--- src/design/issc_pkg.sv ---
// shared constants for the i/o space decoder and sleep control block
package issc_pkg;
    // i/o space layout
    localparam logic [5:0] IO_LAST = 6'h3F;
    localparam logic [5:0] BIT_LAST = 6'h1F;
    localparam logic [7:0] DS_OFFSET = 8'h20;
    localparam logic [7:0] DS_LAST = 8'h5F;
    // power and sleep control register
    localparam logic [5:0] PSC_IO_OFFSET = 6'h35;
    localparam logic [7:0] PSC_DS_ADDR = 8'h55;
    localparam logic [7:0] PSC_RESET = 8'h00;
    localparam int SLEEP_EN_POS = 7;
    localparam int SM_MSB = 6;
    localparam int SM_LSB = 4;
    // sleep mode codes
    localparam logic [2:0] SM_IDLE = 3'h0;
    localparam logic [2:0] SM_ADC_NR = 3'h1;
    localparam logic [2:0] SM_PWR_DOWN = 3'h2;
    localparam logic [2:0] SM_PWR_SAVE = 3'h3;
    localparam logic [2:0] SM_RSVD_A = 3'h4;
    localparam logic [2:0] SM_RSVD_B = 3'h5;
    localparam logic [2:0] SM_STANDBY = 3'h6;
    localparam logic [2:0] SM_EXT_STANDBY = 3'h7;
    // core access operations
    localparam logic [2:0] OP_READ = 3'h0;
    localparam logic [2:0] OP_WRITE = 3'h1;
    localparam logic [2:0] OP_BIT_SET = 3'h2;
    localparam logic [2:0] OP_BIT_CLEAR = 3'h3;
    localparam logic [2:0] OP_SKIP_ONE = 3'h4;
    localparam logic [2:0] OP_SKIP_ZERO = 3'h5;
endpackage

--- src/design/issc_io_decode.sv ---
// maps an i/o-instruction or data-space address onto the 64-entry i/o space
`timescale 1ns/1ps
module issc_io_decode (
    // address from the core
    input wire logic io_space_in,
    input wire logic [7:0] addr_in,
    // decoded result
    output logic [5:0] index_out,
    output logic valid_out,
    output logic bit_ok_out,
    output logic is_psc_out
);
    logic [7:0] ds_index;

    assign ds_index = addr_in - issc_pkg::DS_OFFSET;

    always_comb begin
        if (io_space_in) begin
            // i/o instructions use offsets 0x00..0x3F directly
            valid_out = (addr_in <= {2'h0, issc_pkg::IO_LAST});
            index_out = addr_in[5:0];
        end else begin
            // data-space address is the offset plus 0x20
            valid_out = (addr_in >= issc_pkg::DS_OFFSET) && (addr_in <= issc_pkg::DS_LAST);
            index_out = ds_index[5:0];
        end
        // only the low 32 registers take single-bit operations
        bit_ok_out = valid_out && (index_out <= issc_pkg::BIT_LAST);
        is_psc_out = valid_out && (index_out == issc_pkg::PSC_IO_OFFSET);
    end
endmodule // issc_io_decode

--- src/design/issc_top.sv ---
// i/o space access engine with the power and sleep control register
// Summary of operation
// - power-down during a data-memory write lets it finish and keeps oscillator running
// - a reset during a data-memory write still lets that write finish
// - i/o instructions reach the i/o space at addresses 0x00 to 0x3F
// - data-space access to an i/o register uses its offset plus 0x20
// - bit set, clear and test-skip work on registers 0x00 to 0x1F only
// - bit set or clear rewrites the whole register, clearing flags that read one
// - the sleep instruction sleeps only while sleep enable, bit 7, is one
// - mode field bits 6:4 selects idle, noise reduction, power-down, save, standby
// - standby modes are available only with an external crystal or resonator
// - control register sits at i/o 0x35, data 0x55, resets to 0x00
`timescale 1ns/1ps
module issc_top (
    // clock and reset
    input wire logic core_clk_in,
    input wire logic rst_n_in,
    // access request from the core
    input wire logic io_req_in,
    input wire logic [2:0] io_op_in,
    input wire logic io_space_in,
    input wire logic [7:0] io_addr_in,
    input wire logic [2:0] io_bit_in,
    input wire logic [7:0] io_wdata_in,
    // access answer to the core
    output logic io_done_out,
    output logic io_err_out,
    output logic io_skip_out,
    output logic [7:0] io_rdata_out,
    // peripheral register port
    output logic [5:0] per_index_out,
    output logic per_re_out,
    output logic per_we_out,
    output logic [7:0] per_wdata_out,
    input wire logic [7:0] per_rdata_in,
    // sleep control
    input wire logic sleep_instr_in,
    input wire logic wake_in,
    input wire logic ext_crystal_in,
    output logic sleep_active_out,
    output logic [2:0] sleep_mode_out,
    output logic osc_stop_out,
    // reset sequencing and data-memory write status
    input wire logic sys_reset_req_in,
    input wire logic nvm_busy_in,
    output logic core_reset_out,
    output logic nvm_reset_out
);
    typedef enum logic [1:0] {
        ST_IDLE = 2'b01,
        ST_RMW = 2'b10
    } issc_state_t;

    typedef struct packed {
        issc_state_t st;
        logic sleep_enable_bit;
        logic [2:0] sleep_mode_sel;
        logic [5:0] idx;
        logic [2:0] op;
        logic [2:0] bitn;
        logic done;
        logic err;
        logic skip;
        logic [7:0] rdata;
        logic per_re;
        logic per_we;
        logic [7:0] per_wdata;
        logic sleeping;
        logic [2:0] slp_mode;
        logic osc_stop;
        logic core_rst;
        logic nvm_rst;
    } issc_regs_t;

    localparam issc_regs_t REGS_RESET = '{
        st: ST_IDLE,
        sleep_enable_bit: issc_pkg::PSC_RESET[issc_pkg::SLEEP_EN_POS],
        sleep_mode_sel: issc_pkg::PSC_RESET[issc_pkg::SM_MSB:issc_pkg::SM_LSB],
        default: '0
    };

    issc_regs_t s_q;
    issc_regs_t s_d;
    logic [5:0] dec_index;
    logic dec_valid;
    logic dec_bit_ok;
    logic dec_is_psc;
    logic is_bitop;
    logic bad_op;
    logic mode_ok;
    logic [7:0] psc_value;
    logic [7:0] bit_mask;

    issc_io_decode u_decode (
        .io_space_in(io_space_in),
        .addr_in(io_addr_in),
        .index_out(dec_index),
        .valid_out(dec_valid),
        .bit_ok_out(dec_bit_ok),
        .is_psc_out(dec_is_psc)
    );

    assign is_bitop = (io_op_in == issc_pkg::OP_BIT_SET) || (io_op_in == issc_pkg::OP_BIT_CLEAR)
        || (io_op_in == issc_pkg::OP_SKIP_ONE) || (io_op_in == issc_pkg::OP_SKIP_ZERO);
    assign bad_op = (io_op_in > issc_pkg::OP_SKIP_ZERO);
    // low nibble is unused and always reads zero
    assign psc_value = {s_q.sleep_enable_bit, s_q.sleep_mode_sel, 4'h0};
    assign bit_mask = 8'h01 << s_q.bitn;

    // reserved codes never sleep; standby needs a crystal
    always_comb begin
        case (s_q.sleep_mode_sel)
            issc_pkg::SM_RSVD_A, issc_pkg::SM_RSVD_B: mode_ok = 1'b0;
            issc_pkg::SM_STANDBY, issc_pkg::SM_EXT_STANDBY: mode_ok = ext_crystal_in;
            default: mode_ok = 1'b1;
        endcase
    end

    always_comb begin
        s_d = s_q;
        s_d.done = 1'b0;
        s_d.err = 1'b0;
        s_d.skip = 1'b0;
        s_d.per_re = 1'b0;
        s_d.per_we = 1'b0;
        case (s_q.st)
            ST_IDLE: begin
                if (io_req_in) begin
                    s_d.idx = dec_index;
                    s_d.op = io_op_in;
                    s_d.bitn = io_bit_in;
                    if (!dec_valid || bad_op || (is_bitop && !dec_bit_ok)) begin
                        // bit operations above 0x1F are refused
                        s_d.done = 1'b1;
                        s_d.err = 1'b1;
                    end else if (dec_is_psc) begin
                        // own register answers locally
                        s_d.done = 1'b1;
                        if (io_op_in == issc_pkg::OP_WRITE) begin
                            s_d.sleep_enable_bit = io_wdata_in[issc_pkg::SLEEP_EN_POS];
                            s_d.sleep_mode_sel = io_wdata_in[issc_pkg::SM_MSB:issc_pkg::SM_LSB];
                        end else begin
                            s_d.rdata = psc_value;
                        end
                    end else if (io_op_in == issc_pkg::OP_WRITE) begin
                        s_d.per_we = 1'b1;
                        s_d.per_wdata = io_wdata_in;
                        s_d.done = 1'b1;
                    end else begin
                        s_d.per_re = 1'b1;
                        s_d.st = ST_RMW;
                    end
                end
            end
            ST_RMW: begin
                s_d.st = ST_IDLE;
                s_d.done = 1'b1;
                case (s_q.op)
                    issc_pkg::OP_READ: s_d.rdata = per_rdata_in;
                    issc_pkg::OP_BIT_SET: begin
                        // whole register goes back, so set flags are cleared
                        s_d.per_we = 1'b1;
                        s_d.per_wdata = per_rdata_in | bit_mask;
                    end
                    issc_pkg::OP_BIT_CLEAR: begin
                        s_d.per_we = 1'b1;
                        s_d.per_wdata = per_rdata_in & ~bit_mask;
                    end
                    issc_pkg::OP_SKIP_ONE: s_d.skip = per_rdata_in[s_q.bitn];
                    issc_pkg::OP_SKIP_ZERO: s_d.skip = !per_rdata_in[s_q.bitn];
                    default: s_d.err = 1'b1;
                endcase
            end
            default: s_d.st = ST_IDLE;
        endcase

        // sleep only with the enable bit set
        if (sleep_instr_in && !s_q.sleeping && s_q.sleep_enable_bit && mode_ok) begin
            s_d.sleeping = 1'b1;
            s_d.slp_mode = s_q.sleep_mode_sel;
            // a running write keeps the oscillator for the whole sleep
            s_d.osc_stop = (s_q.sleep_mode_sel == issc_pkg::SM_PWR_DOWN) && !nvm_busy_in;
        end else if (s_q.sleeping && wake_in) begin
            s_d.sleeping = 1'b0;
            s_d.osc_stop = 1'b0;
        end

        // the write engine is held out of reset until its write ends
        s_d.core_rst = sys_reset_req_in;
        s_d.nvm_rst = sys_reset_req_in && !nvm_busy_in;
        if (sys_reset_req_in) begin
            s_d.sleep_enable_bit = issc_pkg::PSC_RESET[issc_pkg::SLEEP_EN_POS];
            s_d.sleep_mode_sel = issc_pkg::PSC_RESET[issc_pkg::SM_MSB:issc_pkg::SM_LSB];
            s_d.sleeping = 1'b0;
            s_d.osc_stop = 1'b0;
        end
    end

    always_ff @(posedge core_clk_in or negedge rst_n_in) begin
        if (!rst_n_in) begin
            s_q <= REGS_RESET;
        end else begin
            s_q <= s_d;
        end
    end

    assign io_done_out = s_q.done;
    assign io_err_out = s_q.err;
    assign io_skip_out = s_q.skip;
    assign io_rdata_out = s_q.rdata;
    assign per_index_out = s_q.idx;
    assign per_re_out = s_q.per_re;
    assign per_we_out = s_q.per_we;
    assign per_wdata_out = s_q.per_wdata;
    assign sleep_active_out = s_q.sleeping;
    assign sleep_mode_out = s_q.slp_mode;
    assign osc_stop_out = s_q.osc_stop;
    assign core_reset_out = s_q.core_rst;
    assign nvm_reset_out = s_q.nvm_rst;

    osc_held_busy_a: assert property (@(posedge core_clk_in) disable iff (!rst_n_in)
        (sleep_instr_in && !sleep_active_out && nvm_busy_in) |=> !osc_stop_out)
        else $error("oscillator stopped while a data-memory write ran");
    nvm_reset_hold_a: assert property (@(posedge core_clk_in) disable iff (!rst_n_in)
        nvm_busy_in |=> !nvm_reset_out)
        else $error("write engine reset during an active write");
    io_range_a: assert property (@(posedge core_clk_in) disable iff (!rst_n_in)
        (io_req_in && s_q.st == ST_IDLE && io_space_in && io_addr_in > 8'h3F) |=> io_err_out)
        else $error("i/o address above 0x3F accepted");
    ds_map_a: assert property (@(posedge core_clk_in) disable iff (!rst_n_in)
        (io_req_in && s_q.st == ST_IDLE && !io_space_in && io_op_in == issc_pkg::OP_WRITE
        && io_addr_in == 8'h38) |=> (per_we_out && per_index_out == 6'h18))
        else $error("data-space address not mapped to offset minus 0x20");
    bitop_range_a: assert property (@(posedge core_clk_in) disable iff (!rst_n_in)
        (io_req_in && s_q.st == ST_IDLE && is_bitop && dec_valid && dec_index > 6'h1F)
        |=> (io_done_out && io_err_out && !per_re_out))
        else $error("bit operation allowed above 0x1F");
    rmw_write_a: assert property (@(posedge core_clk_in) disable iff (!rst_n_in)
        (per_re_out && s_q.op == issc_pkg::OP_BIT_SET)
        |=> (per_we_out && per_wdata_out == ($past(per_rdata_in) | bit_mask)))
        else $error("bit set did not rewrite the whole register");
    sleep_gate_a: assert property (@(posedge core_clk_in) disable iff (!rst_n_in)
        $rose(sleep_active_out) |-> ($past(s_q.sleep_enable_bit) && $past(sleep_instr_in)))
        else $error("sleep entered without sleep enable");
    standby_xtal_a: assert property (@(posedge core_clk_in) disable iff (!rst_n_in)
        ($rose(sleep_active_out) && sleep_mode_out[2]) |-> $past(ext_crystal_in))
        else $error("standby entered without an external crystal");
    psc_low_zero_a: assert property (@(posedge core_clk_in) disable iff (!rst_n_in)
        (io_req_in && s_q.st == ST_IDLE && dec_is_psc && io_op_in == issc_pkg::OP_READ)
        |=> (io_rdata_out[3:0] == 4'h0 && io_done_out))
        else $error("unused control bits read non-zero");
endmodule // issc_top

--- config.mk ---
export PLATFORM = sky130hd
export DESIGN_NAME = issc_top
export DESIGN_NICKNAME = d
export VERILOG_FILES = /design/src/design/issc_pkg.sv /design/src/design/issc_io_decode.sv /design/src/design/issc_top.sv
export SDC_FILE = /design/constraint.sdc
export NUM_CORES = 1
export LEC_CHECK = 0
export BUFFER_PORTS_ARGS = -buffer_cell sky130_fd_sc_hd__buf_2
export CAP_MARGIN = 30
export CORE_AREA = 2 2 70 122
export CTS_BUF_LIST = sky130_fd_sc_hd__clkbuf_8
export DETAILED_ROUTE_END_ITERATION = 7
export DIE_AREA = 0 0 72 124
export GPL_TIMING_DRIVEN = 0
export SETUP_SLACK_MARGIN = 0.5
export SYNTH_ARGS = -nofsm -noshare
export SYNTH_HDL_FRONTEND = slang
export SYNTH_SLANG_ARGS = --single-unit
--- constraint.sdc ---
create_clock -name core_clk_in -period 2.53 [get_ports core_clk_in]
set_clock_uncertainty 0.1 [all_clocks]
set_input_delay 0 -clock core_clk_in [delete_from_list [all_inputs] [get_ports core_clk_in]]
set_output_delay 0 -clock core_clk_in [all_outputs]
set_load 0.03 [all_outputs]
==> run_results.csv <==
group,metric,value,unit
outcome,outcome,"finished clean",
worst_setup_path,rrSetupSlack,510,ps
routing,wl_per_cell,15.4,um
sta,post-route-period-util,0.797,
clocking,cts_root_buf,"clkbuf_8",
synthesis,syn-cell-area,0.00270,mm^2
synthesis,yosys_most_used_dff,"dfrtp_1",
synthesis,yosys_warnings,0,
routing,via_per_inst,4.91,
synthesis,synth_cells,259,
pwr,cellPowerDensity,707,mW/mm^2
final_layout,n_antenna_cell,0,
floorplan,io_pins,73,
pwr,p_leak,1.88,nW
pwr,total_power,0.00268,W
worst_setup_path,r2r-start,"s_q[44]",
final_layout,final_common_cell,"buf_2",
sta,setup_viol,0,
synthesis,async_reset_ff_frac,1.00,
grt,first_global_vias,2394,
floorplan,die_h,124,um
synthesis,avgSynthCellArea,10.4,um^2
clocking,cts.clk_slew.worst_paths,80,ps
routing,ant_nets,0,
floorplan,core,0.00791,mm^2
grt,antenna_found_initial,0,
sta,period_needed,2020,ps
worst_setup_path,crit_required,2630,ps
clocking,cts_tree,"yes",
sta,setup_ws,514,ps
hold_path,min_path_type,"input pin to flip-flop",
worst_setup_path,setup.worst_path.end_class,"flip-flop",
place,placed_cells_incl_taps,422,
clocking,ctsLongestPathBuffers,2,
grt,overflow,0,
grt,grt_usage,0.168,
routing,routed_wl,7190,um
clocking,clock_latency,310,ps
clocking,clock_sinks,46,
synthesis,synth_edf_count,0,
sta,maxSlewHeadroom,0.606,
routing,vias,2295,
hold_path,hp-start,"io_space_in",
sta,hold_viol_final,0,
routing,drc,0,
worst_setup_path,r2r-end,"per_wdata_out[2]",
worst_setup_path,path_class,"flip-flop to flip-flop",
pwr,vdd_ir_drop_max,0.398,mV
worst_setup_path,critPathArrivalTime,2120,ps
routing,drt_pass1_iterations,4,
sta,tightest_slew,591,ps
sta,max_freq,496,MHz
floorplan,die_area,0.00893,mm^2
routing,first_iter_violations,138,
worst_setup_path,crit_fanout,8,
final_layout,drive_gt1_frac,0.438,
place,portBuffers,72,
hold_path,min_path_cells,3,
floorplan,fp.dieW,72,um
grt,grt_pass1_wl,11500,um
place,place_ws,196,ps
sta,finalSetupTns,0,ps
floorplan,start_util,0.341,
final_layout,nets,419,
worst_setup_path,crit_path_start_kind,"flip-flop",
synthesis,synth_cell_types,47,
synthesis,syn-num-nets,300,
synthesis,ys_seq_area_frac,0.427,
place,gp_congestion,0.893,
worst_setup_path,reg2regPathDepth,8,
synthesis,synth-seq-cells,46,
clocking,cts_buffers,5,
final_layout,final_cell_mix,"buf_2, dfrtp_1, buf_4",
clocking,h-tree-depth,2,
sta,grt_setup_unrepaired,"yes",
run,cap_violations,0,
hold_path,hold_path_end,"per_index_out[5]",
place,post-dp-hpwl,5310,um
final_layout,final_cells,467,
sta,slew_violations,0,
grt,grt_max_degree,25,
final_layout,syn2layout_area_growth,40.5,%
floorplan,fp-row-count,43,
-- routing by layer --
layer  track usage  wire [um]  vias to the layer above
li1              -          -                     1129
met1         0.174       2670                     1091
met2         0.314       4000                       60
met3        0.0356        327                       15
met4        0.0790        195                        0
met5             0          0                        -
-- what timing repair did --
item	in CTS	in global routing
setup endpoints to repair	30	20
endpoints found under the hold margin	53	0
setup buffers	5	3
gates resized for setup	20	12
pin swaps	2	2
hold buffers	31	0
-- critical path, cell delays in order (launching register included) --
cell and delay [ps]:
dfstp_2 550, inv_2 50, ha_4 160, nand3b_1 150, o21ai_1 90, and3_4 190, a21oi_4 160, buf_12 150
mux2_4 300
-- kinds of logic (layout without fill, tap and decap cells) --
| family | count (synthesis) | count (layout) | share of synthesized area |
|---|---|---|---|
| muxes | 36 | 36 | 0.158 |
| AOI/OAI and AO/OA | 42 | 42 | 0.120 |
| and+or+nand+nor | 84 | 84 | 0.177 |
| buffers and inverters | 47 | 165 | 0.101 |
| xor gates and xnor gates | 2 | 2 | 0.00649 |
| adders and majority gates | 2 | 2 | 0.00927 |
| DFF | 46 | 46 | 0.427 |
-- metrics by stage --
stage	utilization	cell area, um^2	hold WS (ps)
3_3_place_gp	0.401	3170	93.8
6_report	0.480	3790	25.4
5_1_grt	0.480	3790	37.3
2_1_floorplan	-	2700	-396
3_5_place_dp	0.405	3200	-56.6
4_1_cts	0.470	3720	0.788
-- worst max-delay path by stage --
stage,startpoint,end,slack [ps],cells after the start
after CTS,s_q[44],per_wdata_out[0],490,8
after global routing,s_q[44],per_wdata_out[2],430,8
after global placement,s_q[44],per_wdata_out[4],220,7
after floorplan,s_q[44],io_rdata_out[4],520,7
final,s_q[44],per_wdata_out[2],510,8
after detailed placement,s_q[44],per_wdata_out[0],200,7
-- report_power, final --
part           switching, W  leakage, nW  internal (W)  total, W
Clock              0.000244       0.0431      0.000211  0.000455
Sequential         0.000114        0.584      0.000887   0.00100
Combinational      0.000678         1.25      0.000545   0.00122
Total               0.00104         1.88       0.00164   0.00268
-- sequential cells by signal (all words and copies together) (netlist names), 3 cells and up --
| register | count |
|---|---|
| io_rdata_out | 8 |
| per_wdata_out | 8 |
| sleep_mode_out | 3 |
| per_index_out | 6 |
| psc_value | 4 |
| s_q | 8 |
-- cell usage after synthesis, types with 2 or more instances --
library cell | n | area, um^2
dfrtp_1 | 45 | 1130
buf_4 | 25 | 188
nand2_1 | 20 | 75.1
mux2_2 | 18 | 203
nand3_1 | 15 | 75.1
a21oi_1 | 14 | 70.1
mux2i_1 | 12 | 120
nor2_1 | 11 | 41.3
clkbuf_1 | 10 | 37.5
inv_1 | 9 | 33.8
nor3b_1 | 9 | 67.6
o22ai_1 | 7 | 43.8
nand2b_1 | 6 | 37.5
o21ai_0 | 6 | 30.0
a32o_1 | 4 | 40.0
mux2_4 | 4 | 60.1
and2_1 | 3 | 18.8
nand3b_1 | 3 | 22.5
buf_2 | 2 | 10.0
ha_1 | 2 | 25.0
mux4_2 | 2 | 45.0
nor2b_1 | 2 | 12.5
nor3_1 | 2 | 10.0
nor3_2 | 2 | 20.0
nor4b_1 | 2 | 17.5
o2111ai_1 | 2 | 17.5
or2_2 | 2 | 12.5
-- final cells by class --
| type | instances | area (um^2) |
|---|---|---|
| Multi-Input combinational cell | 166 | 1370 |
| Tap cell | 90 | 113 |
| Sequential cell | 46 | 1150 |
| Clock buffer | 6 | 82.6 |
| Inverter | 10 | 37.5 |
| Timing Repair Buffer | 112 | 783 |
| Fill cell | 757 | 4120 |
| Buffer | 37 | 254 |
(Power assumes the default switching activity.)
